File: src/common/status_pkg.sv
`default_nettype none

package status_pkg;

   // register indices; a register sits at byte address index * 4
   localparam int unsigned IDX_INPUT_STATUS = 100;
   localparam int unsigned IDX_FB_SCALE_LO  = 113;
   localparam int unsigned IDX_FB_SCALE_MID = 114;
   localparam int unsigned IDX_FB_SCALE_HI  = 115;
   localparam int unsigned IDX_IRQ_STATUS   = 128;
   localparam int unsigned IDX_IRQ_MASK     = 129;

   localparam logic [11:0] ADDR_INPUT_STATUS = 12'(IDX_INPUT_STATUS * 4);
   localparam logic [11:0] ADDR_FB_SCALE_LO  = 12'(IDX_FB_SCALE_LO * 4);
   localparam logic [11:0] ADDR_FB_SCALE_MID = 12'(IDX_FB_SCALE_MID * 4);
   localparam logic [11:0] ADDR_FB_SCALE_HI  = 12'(IDX_FB_SCALE_HI * 4);
   localparam logic [11:0] ADDR_IRQ_STATUS   = 12'(IDX_IRQ_STATUS * 4);
   localparam logic [11:0] ADDR_IRQ_MASK     = 12'(IDX_IRQ_MASK * 4);

   // bit positions inside input_status and the interrupt registers
   localparam int unsigned BIT_DOP   = 3;
   localparam int unsigned BIT_SPDIF = 2;
   localparam int unsigned BIT_PCM   = 1;
   localparam int unsigned BIT_DSD   = 0;
   localparam int unsigned STATUS_W  = 4;

   localparam logic [3:0]  STATUS_RST   = 4'h0;
   localparam logic [3:0]  RSVD_BITS    = 4'h0;
   localparam logic [23:0] FB_SCALE_RST = 24'h000000;
   localparam logic [3:0]  IRQ_MASK_RST = 4'h0;
   localparam logic [31:0] RDATA_RST    = 32'h00000000;

   // consecutive good frames before the spdif decoder counts as locked
   localparam logic [3:0]  SPDIF_RUN_LEN = 4'h4;

   typedef enum logic [1:0] {
      ST_IDLE = 2'b00,
      ST_RESP = 2'b01
   } apb_state_t;

   typedef enum logic [2:0] {
      SEL_NONE,
      SEL_STATUS,
      SEL_FB_LO,
      SEL_FB_MID,
      SEL_FB_HI,
      SEL_IRQ_STAT,
      SEL_IRQ_MASK
   } reg_sel_t;

endpackage

`default_nettype wire

File: src/common/status_if.sv
`default_nettype none

interface status_if;
   logic dop_detected;
   logic spdif_locked;
   logic pcm_clocks_ok;
   logic dsd_fallback;

   modport track (
      output dop_detected,
      output spdif_locked,
      output pcm_clocks_ok,
      output dsd_fallback
   );

   modport bank (
      input dop_detected,
      input spdif_locked,
      input pcm_clocks_ok,
      input dsd_fallback
   );
endinterface

`default_nettype wire

File: src/hdl/input_status_bank.sv
`default_nettype none

// Summary of operation
// - bit 3 shows the DoP detector currently holds a valid stream
// - bit 2 sets after a run of good spdif frames, clears on failure
// - bit 1 shows valid frame clock and bit clock on the pcm port
// - bit 0 set only while dsd runs as fallback for pcm and spdif
// - input status is read-only, upper four bits zero, resets to zero
// - 24-bit feedback scale over three read-only bytes, reset zero
module input_status_bank (
   input  wire logic        CLK_SYS,
   input  wire logic        RST,
   input  wire logic        CE,
   input  wire logic        PSEL,
   input  wire logic        PENABLE,
   input  wire logic        PWRITE,
   input  wire logic [11:0] PADDR,
   input  wire logic [31:0] PWDATA,
   input  wire logic [3:0]  PSTRB,
   output logic      [31:0] PRDATA,
   output logic             PREADY,
   output logic             PSLVERR,
   output logic             IRQ,
   input  wire logic        DOP_LOCK,
   input  wire logic        SPDIF_FRAME_OK,
   input  wire logic        SPDIF_FRAME_BAD,
   input  wire logic        PCM_CLOCKS_OK,
   input  wire logic        DSD_ACTIVE,
   input  wire logic [23:0] FB_SCALE
);

   status_if st ();

   decoder_status_track u_track (
      .clk       (CLK_SYS),
      .rst       (RST),
      .ce        (CE),
      .dop_in    (DOP_LOCK),
      .frame_ok  (SPDIF_FRAME_OK),
      .frame_bad (SPDIF_FRAME_BAD),
      .pcm_in    (PCM_CLOCKS_OK),
      .dsd_in    (DSD_ACTIVE),
      .st        (st)
   );

   status_pkg::apb_state_t state_ff;
   status_pkg::reg_sel_t   sel;

   logic [3:0]  status_ff;
   logic [3:0]  nxt_status;
   logic [3:0]  events;
   logic [3:0]  irq_stat_ff;
   logic [3:0]  nxt_irq_stat;
   logic [3:0]  irq_mask_ff;
   logic [3:0]  nxt_mask;
   logic [3:0]  rd_snap_ff;
   logic [3:0]  rd_clear;
   logic [23:0] fb_ff;
   logic [31:0] prdata_ff;
   logic        pready_ff;
   logic        pslverr_ff;
   logic        irq_ff;
   logic        access_req;
   logic        finish;
   logic        mask_wr;

   function automatic status_pkg::reg_sel_t decode(
      input logic [11:0] a
   );
      case (a)
         status_pkg::ADDR_INPUT_STATUS: decode = status_pkg::SEL_STATUS;
         status_pkg::ADDR_FB_SCALE_LO:  decode = status_pkg::SEL_FB_LO;
         status_pkg::ADDR_FB_SCALE_MID: decode = status_pkg::SEL_FB_MID;
         status_pkg::ADDR_FB_SCALE_HI:  decode = status_pkg::SEL_FB_HI;
         status_pkg::ADDR_IRQ_STATUS:   decode = status_pkg::SEL_IRQ_STAT;
         status_pkg::ADDR_IRQ_MASK:     decode = status_pkg::SEL_IRQ_MASK;
         default:                       decode = status_pkg::SEL_NONE;
      endcase
   endfunction

   function automatic logic [31:0] read_word(
      input status_pkg::reg_sel_t s,
      input logic [3:0]           stat,
      input logic [23:0]          fb,
      input logic [3:0]           ist,
      input logic [3:0]           msk
   );
      case (s)
         status_pkg::SEL_STATUS:
            read_word = {24'h0, status_pkg::RSVD_BITS, stat};
         status_pkg::SEL_FB_LO:    read_word = {24'h0, fb[7:0]};
         status_pkg::SEL_FB_MID:   read_word = {24'h0, fb[15:8]};
         status_pkg::SEL_FB_HI:    read_word = {24'h0, fb[23:16]};
         status_pkg::SEL_IRQ_STAT: read_word = {28'h0, ist};
         status_pkg::SEL_IRQ_MASK: read_word = {28'h0, msk};
         default:                  read_word = status_pkg::RDATA_RST;
      endcase
   endfunction

   // first access cycle latches the answer, the second one completes it
   assign sel        = decode(PADDR);
   assign access_req = PSEL && PENABLE && (state_ff == status_pkg::ST_IDLE);
   assign finish     = PSEL && PENABLE && (state_ff == status_pkg::ST_RESP);

   always_ff @(posedge CLK_SYS) begin
      if (RST) begin
         state_ff <= status_pkg::ST_IDLE;
      end else if (CE) begin
         case (state_ff)
            status_pkg::ST_IDLE: begin
               if (access_req) begin
                  state_ff <= status_pkg::ST_RESP;
               end
            end
            status_pkg::ST_RESP: begin
               state_ff <= status_pkg::ST_IDLE;
            end
            default: begin
               state_ff <= status_pkg::ST_IDLE;
            end
         endcase
      end
   end

   // read data is frozen one cycle before the completing edge, so the
   // interrupt snapshot taken here is exactly what software sees
   always_ff @(posedge CLK_SYS) begin
      if (RST) begin
         prdata_ff  <= status_pkg::RDATA_RST;
         pready_ff  <= 1'b0;
         pslverr_ff <= 1'b0;
         rd_snap_ff <= 4'h0;
      end else if (CE) begin
         if (access_req) begin
            prdata_ff  <= PWRITE ? status_pkg::RDATA_RST :
                          read_word(sel, status_ff, fb_ff,
                                    irq_stat_ff, irq_mask_ff);
            pready_ff  <= 1'b1;
            pslverr_ff <= (sel == status_pkg::SEL_NONE);
            rd_snap_ff <= irq_stat_ff;
         end else begin
            prdata_ff  <= status_pkg::RDATA_RST;
            pready_ff  <= 1'b0;
            pslverr_ff <= 1'b0;
         end
      end
   end

   // decoder flags are sampled every cycle that CE is high, never latched by software
   assign nxt_status = {st.dop_detected,
                        st.spdif_locked,
                        st.pcm_clocks_ok,
                        st.dsd_fallback};

   always_ff @(posedge CLK_SYS) begin
      if (RST) begin
         status_ff <= status_pkg::STATUS_RST;
      end else if (CE) begin
         status_ff <= nxt_status;
      end
   end

   // feedback scale is a live mirror; writes to its bytes change nothing.
   // the three bytes are separate reads, so a changing value can tear
   always_ff @(posedge CLK_SYS) begin
      if (RST) begin
         fb_ff <= status_pkg::FB_SCALE_RST;
      end else if (CE) begin
         fb_ff <= FB_SCALE;
      end
   end

   // any change of a decoder flag is an event
   assign events   = nxt_status ^ status_ff;
   assign rd_clear = (finish && !PWRITE &&
                      sel == status_pkg::SEL_IRQ_STAT) ? rd_snap_ff : 4'h0;
   // a new event in the clearing cycle stays set
   assign nxt_irq_stat = (irq_stat_ff & ~rd_clear) | events;

   assign mask_wr  = finish && PWRITE &&
                     sel == status_pkg::SEL_IRQ_MASK && PSTRB[0];
   assign nxt_mask = mask_wr ? PWDATA[3:0] : irq_mask_ff;

   always_ff @(posedge CLK_SYS) begin
      if (RST) begin
         irq_stat_ff <= 4'h0;
      end else if (CE) begin
         irq_stat_ff <= nxt_irq_stat;
      end
   end

   always_ff @(posedge CLK_SYS) begin
      if (RST) begin
         irq_mask_ff <= status_pkg::IRQ_MASK_RST;
      end else if (CE) begin
         irq_mask_ff <= nxt_mask;
      end
   end

   always_ff @(posedge CLK_SYS) begin
      if (RST) begin
         irq_ff <= 1'b0;
      end else if (CE) begin
         irq_ff <= |(nxt_irq_stat & nxt_mask);
      end
   end

   assign PRDATA  = prdata_ff;
   assign PREADY  = pready_ff;
   assign PSLVERR = pslverr_ff;
   assign IRQ     = irq_ff;
endmodule

`default_nettype wire

File: src/hdl/decoder_status_track.sv
`default_nettype none

module decoder_status_track (
   input  wire logic clk,
   input  wire logic rst,
   input  wire logic ce,
   input  wire logic dop_in,
   input  wire logic frame_ok,
   input  wire logic frame_bad,
   input  wire logic pcm_in,
   input  wire logic dsd_in,
   status_if.track   st
);

   logic [3:0] run_cnt_ff;
   logic [3:0] nxt_run;
   logic       nxt_spdif;

   // a bad frame drops lock at once; lock needs an unbroken run of good ones
   always_comb begin
      nxt_run   = run_cnt_ff;
      nxt_spdif = st.spdif_locked;
      if (frame_bad) begin
         nxt_run   = 4'h0;
         nxt_spdif = 1'b0;
      end else if (frame_ok && !st.spdif_locked) begin
         if (run_cnt_ff == 4'(status_pkg::SPDIF_RUN_LEN - 4'h1)) begin
            nxt_run   = 4'h0;
            nxt_spdif = 1'b1;
         end else begin
            nxt_run = run_cnt_ff + 4'h1;
         end
      end
   end

   always_ff @(posedge clk) begin
      if (rst) begin
         run_cnt_ff      <= 4'h0;
         st.spdif_locked <= 1'b0;
      end else if (ce) begin
         run_cnt_ff      <= nxt_run;
         st.spdif_locked <= nxt_spdif;
      end
   end

   always_ff @(posedge clk) begin
      if (rst) begin
         st.dop_detected  <= 1'b0;
         st.pcm_clocks_ok <= 1'b0;
         st.dsd_fallback  <= 1'b0;
      end else if (ce) begin
         st.dop_detected  <= dop_in;
         st.pcm_clocks_ok <= pcm_in;
         // dsd only counts while both other decoders have given up
         st.dsd_fallback  <= dsd_in && !pcm_in && !nxt_spdif;
      end
   end
endmodule

`default_nettype wire

File: config.mk
export PLATFORM = sky130hd
export DESIGN_NAME = input_status_bank
export DESIGN_NICKNAME = d
export VERILOG_FILES = /design/src/common/status_pkg.sv /design/src/common/status_if.sv /design/src/hdl/input_status_bank.sv /design/src/hdl/decoder_status_track.sv
export SDC_FILE = /design/constraint.sdc
export NUM_CORES = 1
export LEC_CHECK = 0
export ABC_AREA = 1
export BUFFER_PORTS_ARGS = -buffer_cell sky130_fd_sc_hd__buf_4
export CORE_UTILIZATION = 49
export CTS_CLUSTER_DIAMETER = 150
export DETAILED_ROUTE_END_ITERATION = 16
export GPL_ROUTABILITY_DRIVEN = 0
export GPL_TIMING_DRIVEN = 1
export PLACE_DENSITY = 0.8
export SLEW_MARGIN = 20
export SYNTH_ARGS = -nofsm -noshare
export SYNTH_HDL_FRONTEND = slang
export SYNTH_SLANG_ARGS = --single-unit
File: constraint.sdc
create_clock -name CLK_SYS -period 1.35 [get_ports CLK_SYS]
set_input_delay 0.2025 -clock CLK_SYS [delete_from_list [all_inputs] [get_ports CLK_SYS]]
set_output_delay 0.2025 -clock CLK_SYS [all_outputs]
set_load 0.02 [all_outputs]
==> results.cfg <==
[timing]
hold_ws_ns = 0.0760
rsz0062_at_grt = true
finalHoldViolations = 0
finClkSkew_ns = 0.00953
layout_min_cycle_time_ns = 1.29
drv_slew = 0
max_clock_freq_ghz = 0.773
finalCritPeriodShare = 0.958
setup_violations = 0

[finish]
fillCellCount = 538
fin_nets = 617
diodes = 0
finish.cell_count_without_fillers = 613
multi_input_area_mm2 = 0.00165
syn_to_final_growth_pct = 25.1
seq_area_mm2 = 0.00120
drive_gt1_frac = 0.258

[synthesis]
synth_area_leaders = dfxtp_1 (38%), nor2_1 (11%), nand2_1 (9.1%)
ys_async_sr_fraction = 0
seq_area_frac_synth = 0.384
ys_types = 30
synth.most_common_cell = nor2_1
synth_common_cells = nor2_1 (92), nand2_1 (76), dfxtp_1 (60), o21ai_0 (43), nand3_1 (40)
synth_area_mm2 = 0.00313
synthCells = 455
synthFlopType = dfxtp_1
synth_compound_area_frac = 0.128
yosysTopAreaCellShare = 0.384
synth.largest_area_cell = dfxtp_1
yosysWarnings = 0
synthMuxAreaShare = 0
synthXorXnorAreaFrac = 0.00841
syn_area_per_cell_um2 = 6.87
synthSimpleGateAreaFrac = 0.346
ys_seq_elements = 60
synth_top_family_by_area = simple AND/OR/NAND/NOR gates
synth_edf_count = 0
synthAdderAreaFrac = 0.00400

[pwr]
p_seq_frac = 0.477
pwr-share-comb = 0.136
p_sw_mw = 1.12
ir_drop_mv = 0.732
switching_share = 0.276
clock_power_share = 0.387
p_per_area_mw_per_mm2 = 1040
fin_total_pwr_mw = 4.06
p_leak_nw = 1.88
p_int_mw = 2.94

[status]
status = completed

[grt]
met1_usage = 0.298
grt_util_all_layers = 0.250
busiest_layer = met2
grt_start_max_net_pins = 38
antenna_found_initial = 0
grt_use_met2 = 0.410
overflow = 0
grt_pass1_vias = 2860
grt_pass1_wl_mm = 12.6
grt_use_met3 = 0.0711

[die]
chipWidth_um = 81.9
num_rows = 28
dieHeight_um = 81.9
ios = 118
die-area_mm2 = 0.00670
design.core.area_mm2 = 0.00603
start_util = 0.519

[placement]
dp_cells = 596
portBuffers = 62
dpl.hpwl_mm = 5.69

[setup_path]
worst_ep_arrival_time_ns = 1.57
crit_type = reg2reg
r2r_start = state_ff[0]$_SDFFE_PP0P_
cp_data_required_time_ns = 1.63
critPathCaptureType = flip-flop
startpoint = state_ff[0]$_SDFFE_PP0P_
crit_path_start_kind = flip-flop
worstPathMaxFanout = 8

[clock_tree]
numCtsBuffers = 9
clock-sinks = 60
clk_path_buf_depth = 2
cts-htree-levels = 3
cts_tree = built
root_buffer = clkbuf_8
clkLatencyLatePin_ns = 0.35
path_clk_slew_ns = 0.07
cts.hold.buffers_added = 0

[routing]
routed_wl_mm = 7.89
drtAntennaViolNets = 0
wire_per_inst_um = 12.9
avgViaCountPerCell = 5.17
drcViolationCount = 0
drtIter0Drc = 215
dr.pass1.iters = 5
vias = 3169

[min_path]
min_path_type = in2reg
worstHoldStart = FB_SCALE[6]

[job]
drv_cap = 0
cells by family (layout without fill, tap and decap cells):
group	after synthesis	count (layout)
buf+inv	76	136
flops	60	60
simple gates	239	239
xor+xnor	3	3
compound gates	75	75
other cells	1	24
fa+ha+maj	1	1
through the flow:
step	TNS, ns	util	instance area, µm²	setup slack (ns)
6_report	0	0.649	3910	0.0562
5_1_grt	-0.0484	0.649	3910	-0.0459
4_1_cts	-0.0318	0.641	3860	-0.0318
3_5_place_dp	-1.41	0.609	3670	-0.157
3_3_place_gp	-1.04	0.609	3670	-0.123
2_1_floorplan	0	-	3210	0.138
worst max-delay path, stage by stage (launching register included):
cell	delay, ns
dfxtp_2	0.34
buf_4	0.13
nor2_1	0.09
nand2_1	0.16
nor2_4	0.24
nand3_1	0.12
a21oi_1	0.14
timing repair:
action	CTS	global route
gates resized for setup	3	12
buffers inserted	0	1
endpoints found under the setup margin	5	12
pin swaps	0	1
sequential cells by signal, indices dropped and copies added (netlist names):
signal,cells
PREADY,1
PSLVERR,1
IRQ,1
u_track.st.spdif_locked,1
u_track.st.pcm_clocks_ok,1
status_ff,4
fb_ff,24
irq_mask_ff,4
u_track.st.dop_detected,1
irq_stat_ff,4
rd_snap_ff,4
u_track.run_cnt_ff,4
u_track.st.dsd_fallback,1
state_ff,1
PRDATA,8
worst paths after layout:
kind | endpoint | slack (ns) | cells past startpoint
setup / recovery | PRDATA[7]$_SDFFE_PP0P_ | 0.06 | 6
hold / removal | fb_ff[6]$_SDFFE_PP0P_ | 0.08 | 3
setup reg to reg | PRDATA[7]$_SDFFE_PP0P_ | 0.06 | 6
hold reg to reg | PSLVERR$_SDFFE_PP0P_ | 0.48 | 2
area by class of cell:
type | instances | share of cell area
sequential | 60 | 0.308
tap | 75 | 0.0240
timing repair buffer | 86 | 0.165
clock inverter | 5 | 0.0134
inverter | 34 | 0.0326
clock buffer | 11 | 0.0336
multi-input combinational | 342 | 0.423
power groups by stage:
stage,Clock (mW),Combinational [mW],Sequential [mW]
final,1.57,0.553,1.93
after global routing,1.66,0.620,1.94
after CTS,1.57,0.544,1.93
after detailed placement,0,0.539,1.97
after global placement,0,0.523,1.97
after floorplan,0,0.371,1.96
layout by cell type (no fill, tap or decap), drive strengths merged, types with 3 or more instances in the layout:
master,n
a21oi,24
buf,86
clkbuf,11
clkinv,3
conb,24
dfxtp,60
inv,34
nand2,79
nand3,45
nand4,7
nor2,99
nor3,6
o21ai,50
xnor2,3
per-layer routing:
metal	wire length (µm)	up-vias
met4	176	0
met3	566	16
met1	3240	1444
li1	-	1578
met2	3910	131
met5	0	-
Note: power is estimated with default switching activity, not from simulation.
